$ cat config.mk
export PLATFORM = sky130hd
export DESIGN_NAME = clock_ready_reset_generator
export DESIGN_NICKNAME = d
export VERILOG_FILES = /design/src/inc/clkgen_pkg.sv /design/src/logic/clock_ready_reset_generator.sv /design/src/logic/pin_sync.sv
export SDC_FILE = /design/constraint.sdc
export NUM_CORES = 1
export LEC_CHECK = 0
export BUFFER_PORTS_ARGS = -buffer_cell sky130_fd_sc_hd__clkbuf_2
export CAP_MARGIN = 10
export CORE_MARGIN = 1
export CORE_UTILIZATION = 40
export DETAILED_ROUTE_END_ITERATION = 16
export PLACE_DENSITY = 0.68
export SLEW_MARGIN = 20
export SYNTH_ARGS = -nofsm -noshare
export SYNTH_HDL_FRONTEND = slang
export SYNTH_SLANG_ARGS = --single-unit
$ cat constraint.sdc
create_clock -name clk_i -period 2 [get_ports clk_i]
set_input_delay 0.6 -clock clk_i [delete_from_list [all_inputs] [get_ports clk_i]]
set_output_delay 0.6 -clock clk_i [all_outputs]
set_load 0.1 [all_outputs]
$ cat src/inc/clkgen_pkg.sv
// constants shared by the clock, reset and ready generator
`default_nettype none

package clkgen_pkg;

   // divide-by-three phase, gray coded except the two-bit PH_LOW2 to PH_HIGH wrap
   typedef enum logic [1:0] {
      PH_HIGH = 2'b00,
      PH_LOW1 = 2'b01,
      PH_LOW2 = 2'b11
   } div_phase_t;

   // wishbone register map (byte addresses)
   localparam int ADDR_W = 4;
   localparam logic [ADDR_W-1:0] CTRL_OFS = 4'h0;
   localparam logic [ADDR_W-1:0] STATUS_OFS = 4'h4;

   // control register fields
   localparam int CTRL_SOFT_ALIGN_BIT = 0;
   localparam logic [31:0] CTRL_RST = 32'h0000_0000;

   // status register fields
   localparam int ST_PROC_CLK_BIT = 0;
   localparam int ST_PERIPH_CLK_BIT = 1;
   localparam int ST_PROC_RESET_BIT = 2;
   localparam int ST_READY_BIT = 3;
   localparam int ST_FREQ_SEL_BIT = 4;
   localparam int ST_SYNC_SEL_BIT = 5;
   localparam int ST_ALIGN_BIT = 6;
   localparam int ST_PHASE_LSB = 8;

   // pin synchroniser vector layout
   localparam int PIN_W = 10;
   localparam int PIN_XTAL = 0;
   localparam int PIN_EXT_FREQ = 1;
   localparam int PIN_FREQ_SEL = 2;
   localparam int PIN_ALIGN = 3;
   localparam int PIN_RESET_REQ_N = 4;
   localparam int PIN_SYNC_SEL = 5;
   localparam int PIN_READY_A = 6;
   localparam int PIN_READY_B = 7;
   localparam int PIN_QUAL_A_N = 8;
   localparam int PIN_QUAL_B_N = 9;
   // reset request idle high, sync select pulled up, qualifiers idle high
   localparam logic [PIN_W-1:0] PIN_RST = 10'h330;

   localparam int READY_CH = 2;

endpackage : clkgen_pkg

`default_nettype wire

$ cat src/logic/clock_ready_reset_generator.sv
// clock divider, peripheral clock, reset and ready synchroniser
//
// Functional notes
// [RL1] processor clock is input divided by three, 33% high
// [RL2] alignment clear holds counter cleared, stops counting
// [RL3] counter source is crystal or external frequency
// [RL4] buffered oscillator output always driven
// [RL5] peripheral clock half processor rate, 50% duty
// [RL6] reset request captured on processor clock falling edge
// [RL7] each bus ready counts only when qualified
// [RL8] single-master systems tie qualifiers low
// [RL9] ready_sync_select mode: rise via first then second flop
// [RL10] ready_sync_select mode: fall straight into second flop
// [RL11] sync mode: second flop only, on falling edge
// [RL12] sync select may change any cycle, applied live
// [RL13] single-stage users meet ready setup and hold
// [RL14] open sync select selects single-stage mode
// [RL15] strap low crystal, strap high external frequency
// [RL16] clear resets counters; partner syncs it to input
// [RL17] reset request active low, reset output active high
// [RL18] qualifiers active low, readies active high
// [RL19] peripheral clock toggles on processor clock rise
// [RL20] ready is OR of qualified synchronised requests
//
// The register offsets and the Wishbone interface to the registers are this design's own decisions.
`timescale 1ns/100ps
`default_nettype none

module clock_ready_reset_generator (
   input wire logic clk_i,
   input wire logic rst_i,
   // wishbone classic slave
   input wire logic wb_cyc_i,
   input wire logic wb_stb_i,
   input wire logic wb_we_i,
   input wire logic [clkgen_pkg::ADDR_W-1:0] wb_adr_i,
   input wire logic [3:0] wb_sel_i,
   input wire logic [31:0] wb_dat_i,
   output logic [31:0] wb_dat_o,
   output logic wb_ack_o,
   // pins
   input wire logic crystal_in_a_i,
   input wire logic ext_freq_in_i,
   input wire logic freq_source_select_i,
   input wire logic clock_align_clear_i,
   input wire logic reset_request_n_i,
   input wire logic ready_sync_select_i,
   input wire logic bus_ready_a_i,
   input wire logic bus_ready_b_i,
   input wire logic ready_qualifier_a_n_i,
   input wire logic ready_qualifier_b_n_i,
   output logic proc_clk_o,
   output logic periph_clk_o,
   output logic osc_buffered_out_o,
   output logic proc_reset_o,
   output logic ready_o
);

   logic [clkgen_pkg::PIN_W-1:0] pin_raw;
   logic [clkgen_pkg::PIN_W-1:0] pin_s;
   logic src_level;
   logic src_prev_r;
   logic src_rise;
   logic align_clear;
   logic sync_select;
   clkgen_pkg::div_phase_t phase_r;
   clkgen_pkg::div_phase_t phase_nxt;
   logic proc_clk_nxt;
   logic clk_rise;
   logic clk_fall;
   logic [clkgen_pkg::READY_CH-1:0] ready_req;
   logic [clkgen_pkg::READY_CH-1:0] ready_ff1_r;
   logic [clkgen_pkg::READY_CH-1:0] ready_ff2_r;
   logic [31:0] ctrl_r;
   logic [31:0] status;
   logic wb_req;

   assign pin_raw = {ready_qualifier_b_n_i, ready_qualifier_a_n_i, bus_ready_b_i, bus_ready_a_i,
                     ready_sync_select_i, reset_request_n_i, clock_align_clear_i,
                     freq_source_select_i, ext_freq_in_i, crystal_in_a_i};

   // sync select resets to one, so an open pin means single-stage mode
   pin_sync #(
      .W(clkgen_pkg::PIN_W),
      .RST_VAL(clkgen_pkg::PIN_RST)
   ) u_pin_sync (
      .clk_i(clk_i),
      .rst_i(rst_i),
      .pin_i(pin_raw),
      .level_o(pin_s)
   );

   // counter source: crystal when strap low, external input when high
   assign src_level = pin_s[clkgen_pkg::PIN_FREQ_SEL] ? pin_s[clkgen_pkg::PIN_EXT_FREQ] // RL3 RL15
                                                       : pin_s[clkgen_pkg::PIN_XTAL];
   assign src_rise = src_level & ~src_prev_r;
   assign align_clear = pin_s[clkgen_pkg::PIN_ALIGN] | ctrl_r[clkgen_pkg::CTRL_SOFT_ALIGN_BIT];
   assign sync_select = pin_s[clkgen_pkg::PIN_SYNC_SEL]; // RL14

   always_ff @(posedge clk_i) begin
      if (rst_i) begin
         src_prev_r <= 1'b0;
      end else begin
         src_prev_r <= src_level;
      end
   end

   // oscillator buffer runs whatever the strap selects
   always_ff @(posedge clk_i) begin
      if (rst_i) begin
         osc_buffered_out_o <= 1'b0;
      end else begin
         osc_buffered_out_o <= pin_s[clkgen_pkg::PIN_XTAL]; // RL4
      end
   end

   // divide-by-three phase: one high phase in three
   always_comb begin
      phase_nxt = phase_r;
      if (align_clear) begin
         phase_nxt = clkgen_pkg::PH_HIGH; // RL2 RL16
      end else if (src_rise) begin
         unique case (phase_r)
            clkgen_pkg::PH_HIGH: phase_nxt = clkgen_pkg::PH_LOW1; // RL1
            clkgen_pkg::PH_LOW1: phase_nxt = clkgen_pkg::PH_LOW2;
            clkgen_pkg::PH_LOW2: phase_nxt = clkgen_pkg::PH_HIGH;
            default: phase_nxt = clkgen_pkg::PH_HIGH;
         endcase
      end
   end

   // clock stays low while held in alignment
   assign proc_clk_nxt = (phase_nxt == clkgen_pkg::PH_HIGH) & ~align_clear; // RL1 RL2
   assign clk_rise = proc_clk_nxt & ~proc_clk_o;
   assign clk_fall = ~proc_clk_nxt & proc_clk_o;

   always_ff @(posedge clk_i) begin
      if (rst_i) begin
         phase_r <= clkgen_pkg::PH_HIGH;
         proc_clk_o <= 1'b0;
      end else begin
         phase_r <= phase_nxt;
         proc_clk_o <= proc_clk_nxt;
      end
   end

   // peripheral clock flips on each processor clock rise
   always_ff @(posedge clk_i) begin
      if (rst_i) begin
         periph_clk_o <= 1'b0;
      end else if (clk_rise) begin
         periph_clk_o <= ~periph_clk_o; // RL5 RL19
      end
   end

   // reset request sampled on the processor clock falling edge
   always_ff @(posedge clk_i) begin
      if (rst_i) begin
         proc_reset_o <= 1'b0;
      end else if (clk_fall) begin
         proc_reset_o <= ~pin_s[clkgen_pkg::PIN_RESET_REQ_N]; // RL6 RL17
      end
   end

   // qualified requests: active-low qualifier gates active-high ready
   assign ready_req[0] = pin_s[clkgen_pkg::PIN_READY_A] & ~pin_s[clkgen_pkg::PIN_QUAL_A_N]; // RL7 RL18
   assign ready_req[1] = pin_s[clkgen_pkg::PIN_READY_B] & ~pin_s[clkgen_pkg::PIN_QUAL_B_N]; // RL7 RL18

   // first ready stage, processor clock rising edge
   always_ff @(posedge clk_i) begin
      if (rst_i) begin
         ready_ff1_r <= '0;
      end else if (clk_rise) begin
         ready_ff1_r <= ready_req; // RL9
      end
   end

   // second ready stage, processor clock falling edge, mode read live
   always_ff @(posedge clk_i) begin
      if (rst_i) begin
         ready_ff2_r <= '0;
      end else if (clk_fall) begin
         for (int i = 0; i < clkgen_pkg::READY_CH; i++) begin
            if (sync_select) begin
               ready_ff2_r[i] <= ready_req[i]; // RL11 RL12
            end else begin
               ready_ff2_r[i] <= ready_ff1_r[i] & ready_req[i]; // RL9 RL10 RL12
            end
         end
      end
   end

   always_ff @(posedge clk_i) begin
      if (rst_i) begin
         ready_o <= 1'b0;
      end else begin
         ready_o <= |ready_ff2_r; // RL20
      end
   end

   // wishbone slave: one wait state, unmapped reads zero
   assign wb_req = wb_cyc_i & wb_stb_i & ~wb_ack_o;

   always_comb begin
      status = 32'h0000_0000;
      status[clkgen_pkg::ST_PROC_CLK_BIT] = proc_clk_o;
      status[clkgen_pkg::ST_PERIPH_CLK_BIT] = periph_clk_o;
      status[clkgen_pkg::ST_PROC_RESET_BIT] = proc_reset_o;
      status[clkgen_pkg::ST_READY_BIT] = ready_o;
      status[clkgen_pkg::ST_FREQ_SEL_BIT] = pin_s[clkgen_pkg::PIN_FREQ_SEL];
      status[clkgen_pkg::ST_SYNC_SEL_BIT] = sync_select;
      status[clkgen_pkg::ST_ALIGN_BIT] = align_clear;
      status[clkgen_pkg::ST_PHASE_LSB +: 2] = phase_r;
   end

   always_ff @(posedge clk_i) begin
      if (rst_i) begin
         wb_ack_o <= 1'b0;
      end else begin
         wb_ack_o <= wb_req;
      end
   end

   always_ff @(posedge clk_i) begin
      if (rst_i) begin
         wb_dat_o <= 32'h0000_0000;
      end else if (wb_req && !wb_we_i) begin
         unique case (wb_adr_i)
            clkgen_pkg::CTRL_OFS: wb_dat_o <= ctrl_r;
            clkgen_pkg::STATUS_OFS: wb_dat_o <= status;
            default: wb_dat_o <= 32'h0000_0000;
         endcase
      end
   end

   always_ff @(posedge clk_i) begin
      if (rst_i) begin
         ctrl_r <= clkgen_pkg::CTRL_RST;
      end else if (wb_req && wb_we_i && wb_adr_i == clkgen_pkg::CTRL_OFS && wb_sel_i[0]) begin
         ctrl_r[clkgen_pkg::CTRL_SOFT_ALIGN_BIT] <= wb_dat_i[clkgen_pkg::CTRL_SOFT_ALIGN_BIT];
      end
   end
endmodule : clock_ready_reset_generator

`default_nettype wire

$ cat src/logic/pin_sync.sv
// three-stage synchroniser for a vector of asynchronous pins
`timescale 1ns/100ps
`default_nettype none

module pin_sync #(
   parameter int W = 1,
   parameter logic [W-1:0] RST_VAL = '0
) (
   input wire logic clk_i,
   input wire logic rst_i,
   input wire logic [W-1:0] pin_i,
   output logic [W-1:0] level_o
);

   logic [W-1:0] s1_r;
   logic [W-1:0] s2_r;
   logic [W-1:0] s3_r;

   always_ff @(posedge clk_i) begin
      if (rst_i) begin
         s1_r <= RST_VAL;
         s2_r <= RST_VAL;
         s3_r <= RST_VAL;
      end else begin
         s1_r <= pin_i;
         s2_r <= s1_r;
         s3_r <= s2_r;
      end
   end

   // a bit is accepted once the second and third stage agree
   always_ff @(posedge clk_i) begin
      if (rst_i) begin
         level_o <= RST_VAL;
      end else begin
         for (int i = 0; i < W; i++) begin
            if (s2_r[i] == s3_r[i]) begin
               level_o[i] <= s3_r[i];
            end
         end
      end
   end

endmodule : pin_sync

`default_nettype wire

Word level (Yosys, flattened, before mapping)
Index checks and enable logic that the tools add are counted.
{"block": "totals", "n_memories": 0, "latchBits": 0, "output_inout_bits": 38, "word_cells": 73, "mem_bits_rw": 0, "romBits": 0, "reg_bits": 86}
{"block": "op_classes", "order_cmp": 0, "n_div": 0, "eq_ne": 12, "muxes": 7, "mul": 0, "reduce_logical": 9, "n_bitwise": 20, "add_sub_neg": 0, "n_shift": 0}
{"op": "$pmux 10 s2", "n": 1}
{"op": "$and 1x1->1", "n": 10}
{"op": "$eq 1x1->1", "n": 10}
{"op": "$not 1->1", "n": 9}
{"op": "$eq 4x3->1 const B", "n": 1}
{"op": "$logic_and 1x1->1", "n": 4}
{"op": "$logic_not 2->1", "n": 2}
{"op": "$logic_not 4->1", "n": 1}
{"op": "$mux 2", "n": 2}
{"op": "$pmux 2 s2", "n": 1}
{"op": "$mux 1", "n": 3}
{"op": "$eq 2x1->1 const B", "n": 1}
{"op": "$reduce_or 2->1", "n": 1}
{"op": "$logic_not 1->1", "n": 1}
{"op": "$or 1x1->1", "n": 1}

Longest topological paths before layout
Gate-level depths: netlist of run 1.
{"block": "depth", "ltp_word": 8, "ltp_mapped": 5, "depth_no_buf": 4}

Modules after synthesis
A second synthesis of run 1 with hierarchy kept.
{"block": "hier_totals", "hier_cells": 242, "area_unflattened_um2": 2409.8}
{"module": "clock_ready_reset_generator", "area_per_inst_um2": 1253.7, "n_inst": 1, "cells_per_inst": 138}
{"module": "pin_sync", "area_per_inst_um2": 1156.1, "n_inst": 1, "cells_per_inst": 104}

Least setup slack after synthesis of run 1
No wires, ideal clock.
{"block": "synth_path", "path_type": "reg2reg", "startpoint": "register wb_ack_o", "endpoint": "register wb_dat_o[0]", "path_slack_ns": 0.125, "path_stages_with_launch": 6, "t_arrival_ns": 1.747, "t_required_ns": 1.872, "setup_time_ns": 0.128, "synth_period_minus_slack_ns": 1.875, "cell_sequence": "dfxtp_1 > nand4bb_1 > clkbuf_1 > nor3_1 > a21oi_1 > nor2_1"}
{"block": "synth_between", "elab_chain_len": 3}
{"element": "from (decl)", "line": "clock_ready_reset_generator.sv:40", "rtl": "output logic wb_ack_o,"}
{"element": "from (signal assigned)", "line": "clock_ready_reset_generator.sv:220", "rtl": "wb_ack_o <= wb_req;"}
{"element": "$not 1->1", "line": "clock_ready_reset_generator.sv:202", "rtl": "assign wb_req = wb_cyc_i & wb_stb_i & ~wb_ack_o;"}
{"element": "$and 1x1->1", "line": "clock_ready_reset_generator.sv:202"}
{"element": "$logic_and 1x1->1", "line": "clock_ready_reset_generator.sv:227", "rtl": "end else if (wb_req && !wb_we_i) begin"}
{"element": "to (signal assigned)", "line": "clock_ready_reset_generator.sv:229", "rtl": "clkgen_pkg::CTRL_OFS: wb_dat_o <= ctrl_r;"}
{"element": "to (signal assigned)", "line": "clock_ready_reset_generator.sv:230", "rtl": "clkgen_pkg::STATUS_OFS: wb_dat_o <= status;"}
{"element": "to (decl)", "line": "clock_ready_reset_generator.sv:39", "rtl": "output logic [31:0] wb_dat_o,"}
Every way passes these cells.
A chain may end at the register's enable or synchronous reset.

Final worst setup path of run 1
{"block": "layout_path", "startpoint": "register proc_clk_o", "endpoint": "output port proc_clk_o"}
{"element": "from (decl)", "line": "clock_ready_reset_generator.sv:52", "rtl": "output logic proc_clk_o,"}
{"element": "from (signal assigned)", "line": "clock_ready_reset_generator.sv:143", "rtl": "proc_clk_o <= proc_clk_nxt;"}
No word-level cell between the ends.

==> results of run 1 <==
state kept, by name, indices dropped and copies added, names as in the netlist:
| signal | count |
|---|---|
| u_pin_sync.s1_r | 10 |
| proc_clk_o | 1 |
| wb_ack_o | 1 |
| ready_o | 1 |
| ready_ff2_r | 2 |
| phase_r | 2 |
| ready_ff1_r | 2 |
| ctrl_r | 1 |
| u_pin_sync.s2_r | 10 |
| periph_clk_o | 1 |
| u_pin_sync.level_o | 10 |
| src_prev_r | 1 |
| proc_reset_o | 1 |
| u_pin_sync.s3_r | 10 |
| wb_dat_o | 9 |
| osc_buffered_out_o | 1 |
kinds of logic (layout without fill, tap and decap cells):
group                  after synthesis  in the layout
AO/OA/AOI/OAI                       46             46
buffers and inverters               34             57
flip-flops                          63             63
multiplexers                         5              5
other                                1             23
AND/OR/NAND/NOR                     92             92
per-layer routing:
layer | vias to the layer above | GRT usage [%]
met5 | - | 0
met4 | 0 | 8.727
met3 | 7 | 3.771
met2 | 45 | 19.48
met1 | 766 | 16.73
li1 | 863 | -
power by group through the flow:
stage	logic (mW)	registers [mW]	clock network, mW
floorplan	0.276	1.36	0
global placement	0.309	1.33	0
detailed placement	0.311	1.33	0
CTS	0.311	1.30	1.38
global route	0.324	1.30	1.43
finish	0.310	1.30	1.33
through the flow:
step           instance area, um^2  hold slack, ns  instances  worst slack (ns)
6_report                      2818          0.4108        358            0.2364
5_1_grt                       2818          0.4270        358            0.1859
4_1_cts                       2818          0.4130        358            0.2083
3_5_place_dp                  2572          0.3969        343            0.2119
3_3_place_gp                  2572          0.3934        343            0.2375
2_1_floorplan                 2477          0.3895        263            0.1250
cell usage in the layout (no fill, tap or decap), types with 4 or more instances in the layout:
cell type	count
dfxtp_1	63
clkbuf_2	34
nor2_1	23
conb_1	23
nor2b_1	20
a21oi_1	16
or2_2	12
clkbuf_8	11
o21ai_0	10
a22oi_1	9
nand2_1	9
buf_4	5
nor3_1	4
area by class of cell:
class                      instances  area, um^2
clock buffer                      12       155.1
clock inverter                     3       90.09
fill                             542        2824
inverter                           3       11.26
multi-input combinational        166        1002
sequential                        63        1261
tap                               72       90.09
timing repair buffer              39       207.7
worst max-delay path by stage:
stage          slack, ns                 startpoint                        to
6_report            0.24      proc_clk_o$_SDFF_PP0_                proc_clk_o
5_1_grt             0.19  periph_clk_o$_SDFFE_PP0P_              periph_clk_o
4_1_cts             0.21      proc_clk_o$_SDFF_PP0_                proc_clk_o
3_5_place_dp        0.21                wb_adr_i[1]  wb_dat_o[6]$_SDFFE_PP0P_
3_3_place_gp        0.24                wb_adr_i[1]  wb_dat_o[6]$_SDFFE_PP0P_
2_1_floorplan       0.12        wb_ack_o$_SDFF_PP0_  wb_dat_o[0]$_SDFFE_PP0P_
==> flow_summary.ini, run 1 <==
[run_status]
status = finished clean

[synth]
synthAdderAreaFrac_pct = 0
syn_avg_cell_area_um2 = 9.937
synth-simple-area-share_pct = 22.99
synthFlopType = dfxtp_1
synthXorXnorAreaFrac_pct = 0
synth_cell_types = 43
ys_seq_area_share_pct = 52.66
synth_mux_area_share_pct = 2.508
synth-edff-count = 0
ys_seq_elements = 63
synthesis.area_um2 = 2395
ys_top_cells_by_area = dfxtp_1 (53%), buf_4 (7.2%), nor2b_1 (5.2%)
synthArstFlopShare_pct = 0
synth_area_leader_cell = dfxtp_1
synth_top_family_by_area = simple AND/OR/NAND/NOR gates
netlist.area_leader.share_pct = 52.66
synth_common_cells = dfxtp_1 (63), buf_4 (23), nor2_1 (23), nor2b_1 (20), a21oi_1 (16)
postSynthCellCount = 241
yosysWarnings = 0
yosysMostFrequentCell = dfxtp_1
synth_compound_area_share_pct = 12.75

[power]
p_leak_nw = 1.119
peakVddDrop_uv = 476.7
pwr-share-comb_pct = 10.5
switchingPower_uw = 718.9
p_int_mw = 2.220
p_seq_share_pct = 44.2
p_sw_share_pct = 24.46
pwr_density_cell_nw_per_um2 = 1043
p_clk_share_pct = 45.3
total_power_mw = 2.939

[setup_path]
r2r-end = periph_clk_o$_SDFFE_PP0P_
worst_setup_path_start_kind = flop
worst-path-buf-inv = 1
reg2regPathDepth = 4
rr_startpoint = u_pin_sync.level_o[2]$_SDFFE_PP0N_
crit_chain = buf_4
worst-setup-path-type = flop to output pin
cp.depth = 1
slowest_delay_ns = 0.49
path_max_fanout = 6
critPathTopFamily = flip-flops
worst_ep_arrival_time_ns = 1.16
slowest_stage = dfxtp_1
cp.required_ns = 1.40
end_kind = output pin
r2r_slack_ns = 0.42

[die]
fp.coreArea_um2 = 5642
die_area_um2 = 6300
io_pins = 93
die_w_um = 79.38
die_y_um = 79.38
rows = 27
initial_utilization_pct = 42.45

[sta]
worst_pin_slew_ns = 0.5405
slew_headroom_pct = 64.12
setup_violations = 0
fin_skew_ns = 0.005242
period_needed_ns = 1.764
setup_tns_ns = 0
hold_violations = 0
slew_viol_final = 0
fmax_ghz = 0.5670
period_share_pct = 88.18
rsz0062_at_grt = false

[layout]
drive_above_1_share_pct = 27.97
fin_nets = 337
final_util_pct = 49.94
diodes = 0
area_growth_syn_to_layout_pct = 17.66

[worst_hold_path]
hold_class = flop to flop
hold_path_depth = 1
min_to = u_pin_sync.s2_r[5]$_SDFF_PP1_
hp-start = u_pin_sync.s1_r[5]$_SDFF_PP1_

[flow_run]
cap_violations = 0

[placement]
place.gp.congestion = 0.8347
portBuffers = 35
dp.final_hpwl_um = 2609

[drt]
final_antenna_net_count = 0
routed_via_density = 4.696
wl_met1_um = 1843
dr_wl_met2_um = 1714
wirelength_um = 3809
route.detailed.drc = 0
first_iter_violations = 56
routed.top_layer = met4
dr_wl_met3_um = 182
dr.pass1.iters = 4
wl_per_cell_um = 10.64
vias = 1681

[cts]
cts_buffer_depth = 2
clkLatencyLatePin_ns = 0.32
postCtsSetupBuffers = 0
cts_tree = yes
clock_sinks = 63
cts_buffers = 9
root_buffer = clkbuf_8
path_clk_slew_ns = 0.06
ctsHoldBuffers = 0
cts.htree.levels = 3
cts_resized = 0

[global_routing]
antenna_found_initial = 0
grt_pass1_vias = 1429
grt_max_degree = 38
grt_pass1_wl_um = 6354
grt_usage_pct = 13.21
globalRoute.totalOverflow = 0
Power figures use the tool's default switching activity.
==> inputs of run 2 (changes only) <==
--- a/config.mk
+++ b/config.mk
@@ -5,12 +5,13 @@
 export SDC_FILE = /design/constraint.sdc
 export NUM_CORES = 1
 export LEC_CHECK = 0
+export ABC_AREA = 1
 export BUFFER_PORTS_ARGS = -buffer_cell sky130_fd_sc_hd__clkbuf_2
 export CAP_MARGIN = 10
 export CORE_MARGIN = 1
 export CORE_UTILIZATION = 40
 export DETAILED_ROUTE_END_ITERATION = 16
-export PLACE_DENSITY = 0.68
+export PLACE_DENSITY = 0.71
 export SLEW_MARGIN = 20
 export SYNTH_ARGS = -nofsm -noshare
 export SYNTH_HDL_FRONTEND = slang
==> constraint.sdc (replaced) <==
create_clock -name clk_i -period 1.6 [get_ports clk_i]
set_input_delay 0.48 -clock clk_i [delete_from_list [all_inputs] [get_ports clk_i]]
set_output_delay 0.48 -clock clk_i [all_outputs]
set_load 0.1 [all_outputs]
==> run 2 against run 1 <==
Compared with the run above: via count down 1.9%; combinational power up 36%; sequential cell count unchanged; clock skew up 0.0039 ns; first-iteration DRC count up 110%; total power up 14%; die area down 4.6%; critical endpoint is now wb_dat_o[3].
==> flow_summary.ini, run 2 <==
[run_status]
status = finished clean

[sta]
holdWs_ns = 0.3275
slew_viol_final = 0
period_share_pct = 90.95
rsz0062_at_grt = false
fmax_ghz = 0.6872
setup_tns_ns = 0
hold_violations = 0
fin_skew_ns = 0.009129
setup_violations = 0
period_needed_ns = 1.455

[synth]
synth_cell_types = 23
ys_seq_area_share_pct = 55.26
yosysMostFrequentCell = dfxtp_1
synth-simple-area-share_pct = 21.05
synth-edff-count = 0
ys_top_cells_by_area = dfxtp_1 (55%), nor2_1 (8.2%), buf_4 (7.6%)
synthFlopType = dfxtp_1
yosysWarnings = 0
synth_compound_area_share_pct = 9.265
postSynthCellCount = 268
synth_top_family_by_area = simple AND/OR/NAND/NOR gates
synth_mux_area_share_pct = 0
ys_seq_elements = 63
synth_common_cells = dfxtp_1 (63), nor2_1 (50), inv_1 (31), nand2_1 (25), buf_4 (23)
synthXorXnorAreaFrac_pct = 0
synthArstFlopShare_pct = 0
syn_avg_cell_area_um2 = 8.516
synthesis.area_um2 = 2282
synth_area_leader_cell = dfxtp_1
netlist.area_leader.share_pct = 55.26
synthAdderAreaFrac_pct = 0

[die]
die_y_um = 77.54
io_pins = 93
fp.coreArea_um2 = 5507
die_area_um2 = 6012
die_w_um = 77.54
rows = 27
initial_utilization_pct = 41.45

[cts]
clock_sinks = 63
postCtsSetupBuffers = 0
clkLatencyLatePin_ns = 0.34
path_clk_slew_ns = 0.07
ctsHoldBuffers = 0
cts_tree = yes
cts_buffers = 9
root_buffer = clkbuf_8
cts.htree.levels = 3
cts_resized = 0
cts_buffer_depth = 2

[flow_run]
cap_violations = 0

[layout]
area_growth_syn_to_layout_pct = 20.61
layout_common_cells = dfxtp_1 (61), nor2_1 (50), inv_1 (31)
fin_nets = 363
diodes = 0
fillers = 531
final_common_cell = dfxtp_1
drive_above_1_share_pct = 24.28

[power]
peakVddDrop_uv = 552.2
total_power_mw = 3.336
pwr_density_cell_nw_per_um2 = 1212
p_leak_nw = 1.225

[drt]
vias = 1649
wl_per_cell_um = 8.919
first_iter_violations = 116
final_antenna_net_count = 0
wirelength_um = 3434
route.detailed.drc = 0
dr.pass1.iters = 4
routed_via_density = 4.283

[setup_path]
reg2regPathDepth = 9
crit_chain = buf_4
end_kind = output pin
cp.depth = 1
worst_ep_arrival_time_ns = 0.98
worst-setup-path-type = flop to output pin
worst_setup_path_start_kind = flop
slowest_stage = dfxtp_1
path_max_fanout = 2
cp.required_ns = 1.12
critPathTopFamily = flip-flops
worst-path-buf-inv = 1
slowest_delay_ns = 0.34

[global_routing]
grt_usage_pct = 12.84
antenna_found_initial = 0
grt_pass1_wl_um = 5865
grt_pass1_vias = 1392
grt_max_degree = 35
globalRoute.totalOverflow = 0

[placement]
place.gp.congestion = 0.7643
portBuffers = 35
dp.final_hpwl_um = 2394

[worst_hold_path]
hold_class = input port to flop
hold_path_depth = 2
==> run 2: cell types whose count changed in the layout (fill, tap and decap cells not counted), sizes merged, moves of 4 or more <==
cell    previous run  this run
inv                3        33
a211oi             0         4
nand2             10        27
buf                5        17
or3b               4         0
nor2b             20         0
nand3              2         8
nor2              23        53
clkbuf            46        33
nor3               5         1
o21ai             12         8
==> run 2: worst paths after layout <==
path	start	slack (ns)	to
max reg2reg	u_pin_sync.level_o[2]$_SDFFE_PP0N_	0.27	ready_ff2_r[0]$_SDFFE_PP0P_
min reg2reg	u_pin_sync.s1_r[1]$_SDFF_PP0_	0.40	u_pin_sync.s2_r[1]$_SDFF_PP0_
max	wb_dat_o[3]$_SDFFE_PP0P_	0.14	wb_dat_o[3]
min	ready_sync_select_i	0.33	u_pin_sync.s1_r[5]$_SDFF_PP1_
==> run 2: stage by stage <==
stage / std cells / util [%] / worst slack, ns / instance area [um^2]
floorplan: 290 / - / 0.1639 / 2367
global placement: 369 / 46.47 / 0.1465 / 2559
detailed placement: 369 / 46.47 / 0.1254 / 2559
CTS: 385 / 49.99 / 0.1181 / 2753
global route: 385 / 49.99 / 0.09555 / 2753
finish: 385 / 49.99 / 0.1448 / 2753
==> run 2: cell type report <==
class | instances | area [um^2] | area share (%)
clock buffer | 13 | 178.9 | 6.500
clock inverter | 3 | 15.01 | 0.5455
inverter | 33 | 123.9 | 4.500
multi-input combinational | 164 | 778.2 | 28.27
sequential | 63 | 1264 | 45.91
tap | 72 | 90.09 | 3.273
timing repair buffer | 37 | 302.8 | 11.00
==> run 2: per-layer routing <==
layer / vias up / part of all wire (%) / GRT usage, % / routed length [um]
li1: 873 / - / - / -
met1: 719 / 49 / 15.14 / 1668
met2: 47 / 43 / 18.32 / 1460
met3: 10 / 5.2 / 4.824 / 177
met4: 0 / 3.7 / 10.75 / 127
met5: - / 0 / 0 / 0
==> run 2: kinds of logic after synthesis <==
| family | count (synthesis) |
|---|---|
| simple gates | 105 |
| other cells | 1 |
| buf+inv | 63 |
| compound gates | 36 |
| flops | 63 |
==> run 2: power breakdown <==
part	total [mW]	leakage, nW	switching, mW	internal (mW)
Sequential	1.63	0.515	0.0225	1.61
Combinational	0.422	0.605	0.348	0.0735
Clock	1.28	0.105	0.558	0.723
Total	3.34	1.23	0.929	2.41
